<file path="src/design/dtm_map.svh">
// Register indices, field positions, reset values and counts of the timer pair
`ifndef DTM_MAP_SVH
`define DTM_MAP_SVH

`define DTM_IDX_A_MODE     10'h0D8
`define DTM_IDX_A_COUNT    10'h0D9
`define DTM_IDX_B_MODE     10'h0DC
`define DTM_IDX_B_COUNT    10'h0DD
`define DTM_IDX_B_RELOAD   10'h0DE
`define DTM_IDX_IRQ_CTRL   10'h0E0
`define DTM_IDX_B_STATUS   10'h0E1

`define DTM_BIT_RUN        7
`define DTM_RATE_HI        6
`define DTM_RATE_LO        4
`define DTM_BIT_SRC        3
`define DTM_BIT_RELOAD     2
`define DTM_BIT_TOGGLE     1
`define DTM_BIT_PWM        0

`define DTM_BIT_A_IEN      0
`define DTM_BIT_A_FLAG     1
`define DTM_BIT_B_IEN      2
`define DTM_BIT_B_FLAG     3
`define DTM_BIT_EXT_FLAG   4

`define DTM_RST_BYTE       8'h00
`define DTM_MAX_COUNT      8'hFF
`define DTM_MASK_256       8'hFF
`define DTM_MASK_64        8'h3F
`define DTM_MASK_32        8'h1F
`define DTM_MASK_16        8'h0F
`define DTM_PIN_IDLE       1'b1

`define DTM_RESP_OKAY      2'h0
`define DTM_RESP_SLVERR    2'h2

`endif

</file>
<file path="src/design/dtm_pkg.sv">
// Shared types of the timer pair
package dtm_pkg;
  typedef logic [7:0] dtm_byte_t;
  typedef logic [9:0] dtm_index_t;
  typedef enum logic [1:0] {
    DTM_BOUND_256,
    DTM_BOUND_64,
    DTM_BOUND_32,
    DTM_BOUND_16
  } dtm_bound_t;
endpackage : dtm_pkg

</file>
<file path="src/design/dtm_evt_if.sv">
// Count enables passed from prescaler and pin sampler to the timer core
`timescale 1ns/10ps
interface dtm_evt_if;
  logic [7:0] tick;
  logic       ext_fall;
  modport prescale (output tick);
  modport edge_src (output ext_fall);
  modport core     (input tick, input ext_fall);
endinterface : dtm_evt_if

</file>
<file path="src/design/dtm_prescaler.sv">
// Free-running divider giving one-cycle enables at clock/2 up to clock/256
`timescale 1ns/10ps
`include "dtm_map.svh"
module dtm_prescaler (
  input  wire logic clk_i,
  input  wire logic rst_n_i,
  dtm_evt_if.prescale evt
);
  logic [7:0] div_reg;

  always_ff @(posedge clk_i) begin
    if (!rst_n_i) begin
      div_reg <= `DTM_RST_BYTE;
    end else begin
      div_reg <= div_reg + 8'h01;
    end
  end

  // Enable k fires once every 2^(k+1) cycles
  always_comb begin
    for (int k = 0; k < 8; k++) begin
      evt.tick[k] = &(div_reg | ~8'((9'h002 << k) - 9'h001));
    end
  end
endmodule : dtm_prescaler

</file>
<file path="src/design/dtm_edge_sync.sv">
// Event pin synchroniser with falling-edge pulse
`timescale 1ns/10ps
`include "dtm_map.svh"
module dtm_edge_sync (
  input  wire logic clk_i,
  input  wire logic rst_n_i,
  input  wire logic pin_i,
  dtm_evt_if.edge_src evt
);
  logic meta_reg;
  logic sync_reg;
  logic last_reg;

  always_ff @(posedge clk_i) begin
    if (!rst_n_i) begin
      meta_reg <= `DTM_PIN_IDLE;
      sync_reg <= `DTM_PIN_IDLE;
      last_reg <= `DTM_PIN_IDLE;
    end else begin
      meta_reg <= pin_i;
      sync_reg <= meta_reg;
      last_reg <= sync_reg;
    end
  end

  assign evt.ext_fall = last_reg & ~sync_reg;
endmodule : dtm_edge_sync

</file>
<file path="src/design/dtm_top.sv">
// Two 8-bit up timers with AXI4-Lite register access
//
// Functional notes
// - Timer A counts up, wraps FF to 00, keeps counting, raises its request.
// - Timer A overflow while running wakes the system from green mode.
// - Timer A mode bit 7 stops (0) or runs (1) the counter.
// - Timer A mode bits 6:4 pick clock/256 (000) down to clock/2 (111).
// - Timer A count is 8-bit read/write, resets to 0, interval 256 minus preload.
// - Timer B counts prescaled clock or falling edges of the event pin.
// - Timer B outside PWM overflows FF to 00, keeps counting, raises request.
// - Timer B mode bit 3 selects internal (0) or event pin (1) clock.
// - With the event pin selected, rate is ignored and pin flag stays 0.
// - Timer B mode bits 6:4 pick clock/256 (000) down to clock/2 (111).
// - Timer B mode bit 7 stops (0) or runs (1) the counter.
// - Timer B mode bit 0 enables PWM; reload and toggle bits pick period.
// - Without PWM, bit 1 drives overflow toggle on buzzer pin, else pin free.
// - Without PWM, bit 2 enables auto-reload.
// - Internal clock with PWM: boundary 256, 64, 32 or 16; otherwise 256.
// - Timer B count is 8-bit read/write, resets 0, interval boundary minus preload.
// - With auto-reload, overflow copies the reload value into the count.
// - Reload writes go to a buffer taken over at the next overflow.
// - PWM forces auto-reload; the reload bit then only picks the boundary.
//
// The AXI4-Lite register port was decided locally.
`timescale 1ns/10ps
`include "dtm_map.svh"
module dtm_top (
  input  wire logic        CLOCK_I,
  input  wire logic        RST_N_I,
  input  wire logic [11:0] S_AXI_AWADDR_I,
  input  wire logic        S_AXI_AWVALID_I,
  output logic             S_AXI_AWREADY_O,
  input  wire logic [31:0] S_AXI_WDATA_I,
  input  wire logic [3:0]  S_AXI_WSTRB_I,
  input  wire logic        S_AXI_WVALID_I,
  output logic             S_AXI_WREADY_O,
  output logic [1:0]       S_AXI_BRESP_O,
  output logic             S_AXI_BVALID_O,
  input  wire logic        S_AXI_BREADY_I,
  input  wire logic [11:0] S_AXI_ARADDR_I,
  input  wire logic        S_AXI_ARVALID_I,
  output logic             S_AXI_ARREADY_O,
  output logic [31:0]      S_AXI_RDATA_O,
  output logic [1:0]       S_AXI_RRESP_O,
  output logic             S_AXI_RVALID_O,
  input  wire logic        S_AXI_RREADY_I,
  input  wire logic        EVENT_PIN_I,
  output logic             BUZZER_PIN_O,
  output logic             BUZZER_PIN_OE_O,
  output logic             TIMER_A_IRQ_O,
  output logic             TIMER_B_IRQ_O,
  output logic             EXT_PIN_IRQ_O,
  output logic             WAKEUP_O
);

  dtm_evt_if evt ();

  dtm_prescaler u_prescaler (
    .clk_i   (CLOCK_I),
    .rst_n_i (RST_N_I),
    .evt     (evt.prescale)
  );

  dtm_edge_sync u_edge_sync (
    .clk_i   (CLOCK_I),
    .rst_n_i (RST_N_I),
    .pin_i   (EVENT_PIN_I),
    .evt     (evt.edge_src)
  );

  // Rate code 000 -> clock/256, 111 -> clock/2
  function automatic logic rate_tick(input logic [2:0] code, input logic [7:0] tick);
    rate_tick = tick[3'h7 - code];
  endfunction : rate_tick

  function automatic dtm_pkg::dtm_byte_t bound_mask(input dtm_pkg::dtm_bound_t b);
    case (b)
      dtm_pkg::DTM_BOUND_64: bound_mask = `DTM_MASK_64;
      dtm_pkg::DTM_BOUND_32: bound_mask = `DTM_MASK_32;
      dtm_pkg::DTM_BOUND_16: bound_mask = `DTM_MASK_16;
      default:               bound_mask = `DTM_MASK_256;
    endcase
  endfunction : bound_mask

  dtm_pkg::dtm_byte_t  a_mode_reg;
  dtm_pkg::dtm_byte_t  a_count_reg;
  dtm_pkg::dtm_byte_t  b_mode_reg;
  dtm_pkg::dtm_byte_t  b_count_reg;
  dtm_pkg::dtm_byte_t  b_reload_buf_reg;
  dtm_pkg::dtm_byte_t  b_reload_act_reg;
  logic                a_irq_en_reg;
  logic                b_irq_en_reg;
  logic                a_flag_reg;
  logic                b_flag_reg;
  logic                ext_flag_reg;
  logic                toggle_reg;

  logic                aw_full_reg;
  logic                w_full_reg;
  dtm_pkg::dtm_index_t aw_index_reg;
  dtm_pkg::dtm_byte_t  w_byte_reg;
  logic                w_lane_reg;
  logic                wr_fire;
  logic                wr_lane;
  logic                wr_mapped;
  dtm_pkg::dtm_index_t rd_index;
  dtm_pkg::dtm_byte_t  rd_byte;
  logic                rd_mapped;

  logic                a_run;
  logic                a_step;
  logic                a_ovf;
  logic                b_run;
  logic                b_src_ext;
  logic                b_pwm;
  logic                b_reload_on;
  logic                b_step;
  logic                b_ovf;
  dtm_pkg::dtm_bound_t b_bound;
  dtm_pkg::dtm_byte_t  b_mask;
  logic                a_flag_next;
  logic                b_flag_next;
  logic                ext_flag_next;

  // Write path: address and data taken in either order
  always_ff @(posedge CLOCK_I) begin
    if (!RST_N_I) begin
      aw_full_reg     <= 1'b0;
      aw_index_reg    <= '0;
      S_AXI_AWREADY_O <= 1'b0;
    end else if (S_AXI_AWVALID_I && S_AXI_AWREADY_O) begin
      aw_full_reg     <= 1'b1;
      aw_index_reg    <= S_AXI_AWADDR_I[11:2];
      S_AXI_AWREADY_O <= 1'b0;
    end else if (wr_fire) begin
      aw_full_reg     <= 1'b0;
    end else if (!aw_full_reg && !S_AXI_BVALID_O) begin
      S_AXI_AWREADY_O <= 1'b1;
    end
  end

  always_ff @(posedge CLOCK_I) begin
    if (!RST_N_I) begin
      w_full_reg     <= 1'b0;
      w_byte_reg     <= `DTM_RST_BYTE;
      w_lane_reg     <= 1'b0;
      S_AXI_WREADY_O <= 1'b0;
    end else if (S_AXI_WVALID_I && S_AXI_WREADY_O) begin
      w_full_reg     <= 1'b1;
      w_byte_reg     <= S_AXI_WDATA_I[7:0];
      w_lane_reg     <= S_AXI_WSTRB_I[0];
      S_AXI_WREADY_O <= 1'b0;
    end else if (wr_fire) begin
      w_full_reg     <= 1'b0;
    end else if (!w_full_reg && !S_AXI_BVALID_O) begin
      S_AXI_WREADY_O <= 1'b1;
    end
  end

  assign wr_fire = aw_full_reg && w_full_reg && !S_AXI_BVALID_O;
  assign wr_lane = wr_fire && w_lane_reg;

  always_comb begin
    if (aw_index_reg == `DTM_IDX_A_MODE || aw_index_reg == `DTM_IDX_A_COUNT) begin
      wr_mapped = 1'b1;
    end else if (aw_index_reg == `DTM_IDX_B_MODE || aw_index_reg == `DTM_IDX_B_COUNT) begin
      wr_mapped = 1'b1;
    end else if (aw_index_reg == `DTM_IDX_B_RELOAD || aw_index_reg == `DTM_IDX_IRQ_CTRL) begin
      wr_mapped = 1'b1;
    end else if (aw_index_reg == `DTM_IDX_B_STATUS) begin
      wr_mapped = 1'b1;
    end else begin
      wr_mapped = 1'b0;
    end
  end

  always_ff @(posedge CLOCK_I) begin
    if (!RST_N_I) begin
      S_AXI_BVALID_O <= 1'b0;
      S_AXI_BRESP_O  <= `DTM_RESP_OKAY;
    end else if (wr_fire) begin
      S_AXI_BVALID_O <= 1'b1;
      S_AXI_BRESP_O  <= wr_mapped ? `DTM_RESP_OKAY : `DTM_RESP_SLVERR;
    end else if (S_AXI_BVALID_O && S_AXI_BREADY_I) begin
      S_AXI_BVALID_O <= 1'b0;
    end
  end

  // Read path: data one cycle after the address is taken
  assign rd_index = S_AXI_ARADDR_I[11:2];

  always_comb begin
    rd_mapped = 1'b1;
    if (rd_index == `DTM_IDX_A_MODE) begin
      rd_byte = a_mode_reg;
    end else if (rd_index == `DTM_IDX_A_COUNT) begin
      rd_byte = a_count_reg;
    end else if (rd_index == `DTM_IDX_B_MODE) begin
      rd_byte = b_mode_reg;
    end else if (rd_index == `DTM_IDX_B_COUNT) begin
      rd_byte = b_count_reg;
    end else if (rd_index == `DTM_IDX_B_RELOAD) begin
      rd_byte = `DTM_RST_BYTE;
    end else if (rd_index == `DTM_IDX_IRQ_CTRL) begin
      rd_byte = {3'h0, ext_flag_reg, b_flag_reg, b_irq_en_reg, a_flag_reg, a_irq_en_reg};
    end else if (rd_index == `DTM_IDX_B_STATUS) begin
      rd_byte = b_reload_act_reg;
    end else begin
      rd_byte   = `DTM_RST_BYTE;
      rd_mapped = 1'b0;
    end
  end

  always_ff @(posedge CLOCK_I) begin
    if (!RST_N_I) begin
      S_AXI_ARREADY_O <= 1'b0;
      S_AXI_RVALID_O  <= 1'b0;
      S_AXI_RDATA_O   <= '0;
      S_AXI_RRESP_O   <= `DTM_RESP_OKAY;
    end else if (S_AXI_RVALID_O) begin
      if (S_AXI_RREADY_I) begin
        S_AXI_RVALID_O <= 1'b0;
      end
    end else if (S_AXI_ARVALID_I && S_AXI_ARREADY_O) begin
      S_AXI_ARREADY_O <= 1'b0;
      S_AXI_RVALID_O  <= 1'b1;
      S_AXI_RDATA_O   <= {24'h000000, rd_byte};
      S_AXI_RRESP_O   <= rd_mapped ? `DTM_RESP_OKAY : `DTM_RESP_SLVERR;
    end else begin
      S_AXI_ARREADY_O <= 1'b1;
    end
  end

  // Mode and enable registers
  always_ff @(posedge CLOCK_I) begin
    if (!RST_N_I) begin
      a_mode_reg       <= `DTM_RST_BYTE;
      b_mode_reg       <= `DTM_RST_BYTE;
      a_irq_en_reg     <= 1'b0;
      b_irq_en_reg     <= 1'b0;
      b_reload_buf_reg <= `DTM_RST_BYTE;
    end else if (wr_lane) begin
      // Timer A keeps run and rate bits; reserved low bits cleared
      if (aw_index_reg == `DTM_IDX_A_MODE) begin
        a_mode_reg <= {w_byte_reg[7:4], 4'h0};
      end else if (aw_index_reg == `DTM_IDX_B_MODE) begin
        b_mode_reg <= w_byte_reg;
      end else if (aw_index_reg == `DTM_IDX_B_RELOAD) begin
        // Writes land in the holding buffer
        b_reload_buf_reg <= w_byte_reg;
      end else if (aw_index_reg == `DTM_IDX_IRQ_CTRL) begin
        a_irq_en_reg <= w_byte_reg[`DTM_BIT_A_IEN];
        b_irq_en_reg <= w_byte_reg[`DTM_BIT_B_IEN];
      end
    end
  end

  // Timer A
  assign a_run = a_mode_reg[`DTM_BIT_RUN];
  assign a_step = a_run && rate_tick(a_mode_reg[`DTM_RATE_HI:`DTM_RATE_LO], evt.tick);
  assign a_ovf = a_step && (a_count_reg == `DTM_MAX_COUNT);

  always_ff @(posedge CLOCK_I) begin
    if (!RST_N_I) begin
      a_count_reg <= `DTM_RST_BYTE;
    end else if (wr_lane && aw_index_reg == `DTM_IDX_A_COUNT) begin
      a_count_reg <= w_byte_reg;
    end else if (a_step) begin
      a_count_reg <= a_count_reg + 8'h01;
    end
  end

  // Timer B
  assign b_run       = b_mode_reg[`DTM_BIT_RUN];
  assign b_src_ext   = b_mode_reg[`DTM_BIT_SRC];
  assign b_pwm       = b_mode_reg[`DTM_BIT_PWM];
  assign b_reload_on = b_pwm || b_mode_reg[`DTM_BIT_RELOAD];

  assign b_step = b_run && (b_src_ext ? evt.ext_fall
                                      : rate_tick(b_mode_reg[`DTM_RATE_HI:`DTM_RATE_LO], evt.tick));

  // Boundary from reload and toggle bits under internal PWM
  always_comb begin
    if (b_pwm && !b_src_ext) begin
      case ({b_mode_reg[`DTM_BIT_RELOAD], b_mode_reg[`DTM_BIT_TOGGLE]})
        2'b01:   b_bound = dtm_pkg::DTM_BOUND_64;
        2'b10:   b_bound = dtm_pkg::DTM_BOUND_32;
        2'b11:   b_bound = dtm_pkg::DTM_BOUND_16;
        default: b_bound = dtm_pkg::DTM_BOUND_256;
      endcase
    end else begin
      b_bound = dtm_pkg::DTM_BOUND_256;
    end
  end

  assign b_mask = bound_mask(b_bound);
  assign b_ovf  = b_step && ((b_count_reg & b_mask) == b_mask);

  always_ff @(posedge CLOCK_I) begin
    if (!RST_N_I) begin
      b_count_reg <= `DTM_RST_BYTE;
    end else if (wr_lane && aw_index_reg == `DTM_IDX_B_COUNT) begin
      b_count_reg <= w_byte_reg;
    end else if (b_ovf) begin
      b_count_reg <= b_reload_on ? b_reload_buf_reg : `DTM_RST_BYTE;
    end else if (b_step) begin
      b_count_reg <= b_count_reg + 8'h01;
    end
  end

  always_ff @(posedge CLOCK_I) begin
    if (!RST_N_I) begin
      b_reload_act_reg <= `DTM_RST_BYTE;
    end else if (b_ovf) begin
      b_reload_act_reg <= b_reload_buf_reg;
    end
  end

  // Buzzer pin toggles on each overflow while driven
  always_ff @(posedge CLOCK_I) begin
    if (!RST_N_I) begin
      toggle_reg      <= 1'b0;
      BUZZER_PIN_O    <= 1'b0;
      BUZZER_PIN_OE_O <= 1'b0;
    end else begin
      if (b_ovf) begin
        toggle_reg <= ~toggle_reg;
      end
      BUZZER_PIN_O    <= toggle_reg;
      BUZZER_PIN_OE_O <= b_pwm || b_mode_reg[`DTM_BIT_TOGGLE];
    end
  end

  always_comb begin
    a_flag_next   = a_flag_reg;
    b_flag_next   = b_flag_reg;
    ext_flag_next = ext_flag_reg;
    if (wr_lane && aw_index_reg == `DTM_IDX_IRQ_CTRL) begin
      a_flag_next   = a_flag_reg & ~w_byte_reg[`DTM_BIT_A_FLAG];
      b_flag_next   = b_flag_reg & ~w_byte_reg[`DTM_BIT_B_FLAG];
      ext_flag_next = ext_flag_reg & ~w_byte_reg[`DTM_BIT_EXT_FLAG];
    end
    if (a_ovf) begin
      a_flag_next = 1'b1;
    end
    if (b_ovf) begin
      b_flag_next = 1'b1;
    end
    if (evt.ext_fall) begin
      ext_flag_next = 1'b1;
    end
    // Pin flag held low in event-count mode
    if (b_src_ext) begin
      ext_flag_next = 1'b0;
    end
  end

  always_ff @(posedge CLOCK_I) begin
    if (!RST_N_I) begin
      a_flag_reg    <= 1'b0;
      b_flag_reg    <= 1'b0;
      ext_flag_reg  <= 1'b0;
      TIMER_A_IRQ_O <= 1'b0;
      TIMER_B_IRQ_O <= 1'b0;
      EXT_PIN_IRQ_O <= 1'b0;
    end else begin
      a_flag_reg    <= a_flag_next;
      b_flag_reg    <= b_flag_next;
      ext_flag_reg  <= ext_flag_next;
      TIMER_A_IRQ_O <= a_flag_next && a_irq_en_reg;
      TIMER_B_IRQ_O <= b_flag_next && b_irq_en_reg;
      EXT_PIN_IRQ_O <= ext_flag_next;
    end
  end

  // Wake-up pulse on timer A overflow
  always_ff @(posedge CLOCK_I) begin
    if (!RST_N_I) begin
      WAKEUP_O <= 1'b0;
    end else begin
      WAKEUP_O <= a_ovf;
    end
  end

endmodule : dtm_top

</file>
<file path="config.mk">
export PLATFORM = sky130hd
export DESIGN_NAME = dtm_top
export DESIGN_NICKNAME = d
export VERILOG_FILES = /design/src/design/dtm_pkg.sv /design/src/design/dtm_evt_if.sv /design/src/design/dtm_prescaler.sv /design/src/design/dtm_edge_sync.sv /design/src/design/dtm_top.sv
export VERILOG_INCLUDE_DIRS = /design/src /design/src/design
export SDC_FILE = /design/constraint.sdc
export NUM_CORES = 1
export LEC_CHECK = 0
export BUFFER_PORTS_ARGS = -buffer_cell sky130_fd_sc_hd__clkbuf_2
export CORE_AREA = 10 10 170 93
export CTS_CLUSTER_DIAMETER = 50
export CTS_CLUSTER_SIZE = 20
export DETAILED_ROUTE_END_ITERATION = 6
export DIE_AREA = 0 0 180 103
export GPL_TIMING_DRIVEN = 0
export PLACE_DENSITY = 0.58
export SETUP_SLACK_MARGIN = 0.5
export SLEW_MARGIN = 20
export SYNTH_ARGS = -nofsm -noshare
export SYNTH_HDL_FRONTEND = slang
export SYNTH_SLANG_ARGS = --single-unit
export TNS_END_PERCENT = 10
</file>
<file path="constraint.sdc">
create_clock -name CLOCK_I -period 4.3 [get_ports CLOCK_I]
set_input_delay 0.43 -clock CLOCK_I [delete_from_list [all_inputs] [get_ports CLOCK_I]]
set_output_delay 0.43 -clock CLOCK_I [all_outputs]
set_load 0.005 [all_outputs]
</file>
==> impl_results.md <==
* Distinct cell type count after synthesis at 74
* Met1 Wirelength at 8007 µm
* Synth Instances at 592
* Data arrival, critical path at 2.70 ns
* Final period util at 0.5694
* Hold Fails Final Rpt at 0
* Synth Register Bits at 102
* Worst Setup End Kind: flip-flop
* Setup WS pre-CTS at 1.898 ns
* Syn Area/Cell at 8.463 µm²
* Largest net degree at the start of global routing at 19
* Placed Cells at 850
* Postcts setup bufs at 0
* First-pass GRT wire length at 23620 µm
* Synth Flop Type: dfxtp_1
* Yosys warns at 0
* CTS max path bufs at 2
* Min-Delay Startpoint: EVENT_PIN_I
* Post-route non-filler standard cell count at 865
* Vias in the first global route at 4211
* Wire length per cell at 17.92 µm
* Leak at 2.350 nW
* Root Buffer: clkbuf_16
* Slew Viols, Final at 0
* Pre-antenna DRT Iters at 5
* Core box area at 13030 µm²
* Crit start category: flip-flop
* PwrDens at 328.4 nW/µm²
* CTS H-tree depth at 3
* Most common cell in the netlist: dfxtp_1
* Worst Slack Setup Final at 1.851 ns
* Status: finished clean
* Worst clock skew at 0.01226 ns
* Unrepaired setup endpoints after global routing: false
* Peak VDD IR at 0.1725 mV
* Wire length on met2 at 5844 µm
* Post-Syn Area at 5010 µm²
* Routed length on met3 at 1524 µm
* Top post-synthesis cells by count: dfxtp_1, nand2_1, nor2_1
* Crit path from: u_prescaler.div_reg[0]$_SDFF_PN0_
* Die width at 180 µm
* CP Data Required Time at 4.55 ns
* Max Fanout on Critical Path at 10
* Max cap viols at 0
* Max FFs per register at 10
* EDFF count, synth at 0
* Antenna cell count at 0
* Placed Area at 5609 µm²
* Final Routed Wirelength at 15500 µm
* HPWL Detailed at 12120 µm
* Via density at 5.240
* Slew @ Worst Pin at 0.9228 ns
* Grt ovf at 0
* Share of layout cells above drive strength 1 at 0.1756
* Detail Route Antenna Nets at 0
* I/O Buffers at 57
* Final Instance Area at 5891 µm²
* Yosys top cell area share at 0.4076
* Asr flop ratio synth at 0
* GP Congestion at 0.9153
* Max-slew headroom at 0.3801
* Critical path class: reg -> reg
* Final #Nets at 758
* Synth area leader: dfxtp_1
* GRT Overall Usage at 0.1624
* Initial Util at 0.3846
* # IOs at 115
* Final setup violation count at 0
* Clock latency on the worst-skew pair at 0.36 ns
* CTS tree: yes
* Die Y at 103 µm
* Start of the worst register-to-register path: u_prescaler.div_reg[0]$_SDFF_PN0_
* Final core utilization at 0.4523
* Layout fillers at 1343
* Post-cts hold buffer count at 0
* Initial antenna violation count at 0
* Sequential fraction of the synthesis area at 0.4076
* Final Power at 1.934 mW
* Fmax at 408.4 MHz
* CTS Buf Count at 9
* Vias at 4533
* Die Area at 18540 µm²
* Row count at 30
* Final setup TNS at 0 ns
* CTS resizes at 0
* Highest metal used: met4
* Worst min path class: in -> reg
* Min Tclk post-route at 2.449 ns
* Dominant cells by area after synthesis: dfxtp_1, nand2_1, mux2i_1
* Worst hold margin at 0.2455 ns
* Area Overhead vs Synth at 17.58%
* Clk sinks at 102
* Clock slew seen by the registers of the worst setup and hold paths at 0.08 ns
* Post-route DRC at 0
* DRT iter0 DRCs at 425
-- worst max-delay path, cell delays in order (launching register included) --
cell	delay [ns]
dfxtp_1	0.36
ha_1	0.28
ha_1	0.23
mux2_2	0.27
and4_1	0.20
o21ai_1	0.28
and2_4	0.21
buf_6	0.14
a211oi_1	0.06
o31ai_1	0.32
-- layout make-up --
cell class | instances | area [µm²] | share of cell area
sequential | 102 | 2042 | 0.3466
clock inverter | 6 | 56.30 | 0.009558
multi-input combinational | 448 | 2685 | 0.4558
tap | 176 | 220.2 | 0.03738
timing repair buffer | 57 | 285.3 | 0.04843
inverter | 13 | 48.80 | 0.008284
clock buffer | 9 | 225.2 | 0.03823
buffer | 54 | 327.8 | 0.05565
-- worst paths after layout --
check,end,slack (ns),cells past startpoint
worst max-delay path,b_count_reg[4]$_SDFFE_PN0P_,1.85,9
worst min-delay path,u_edge_sync.meta_reg$_SDFF_PN1_,0.25,2
worst max register to register,b_count_reg[4]$_SDFFE_PN0P_,1.85,9
worst min register to register,u_edge_sync.sync_reg$_SDFF_PN1_,0.42,1
-- layout by cell type, fill, tap and decap left out, types with 4 or more instances in the layout --
cell,n
nand2b_1,7
and4_1,4
and3_1,9
clkbuf_2,58
and2_1,10
inv_1,12
mux2i_1,31
a21oi_1,51
nor2_1,54
o22ai_1,6
o21ai_0,28
nor3_1,12
buf_4,30
a2bb2oi_1,5
nand2_1,83
dfxtp_1,102
xnor2_1,8
clkbuf_1,17
clkbuf_16,9
conb_1,26
nor2b_1,4
o21bai_1,4
a211oi_1,4
xor2_1,7
ha_1,5
nand3_1,22
a32o_1,4
-- cell families after synthesis --
kind of cell               count (synthesis)  synth area share
other                                      1         0.0007485
and+or+nand+nor                          228            0.2265
adders and majority gates                  5           0.01249
AOI/OAI and AO/OA                        142            0.1871
xor gates and xnor gates                  15           0.02622
DFF                                      102            0.4076
muxes                                     32           0.06419
buffers and inverters                     67           0.07517
-- routing by layer --
layer,GRT usage,vias up
li1,-,2231
met1,0.2408,2122
met2,0.2170,165
met3,0.05746,15
met4,0.02843,0
met5,0,-
-- power by group --
| part | switching (mW) | internal, mW | leakage (nW) |
|---|---|---|---|
| clock network | 0.399 | 0.402 | 0.136 |
| logic | 0.0805 | 0.0582 | 1.39 |
| registers | 0.0286 | 0.965 | 0.826 |
Note: power is estimated with default switching activity, not from simulation.
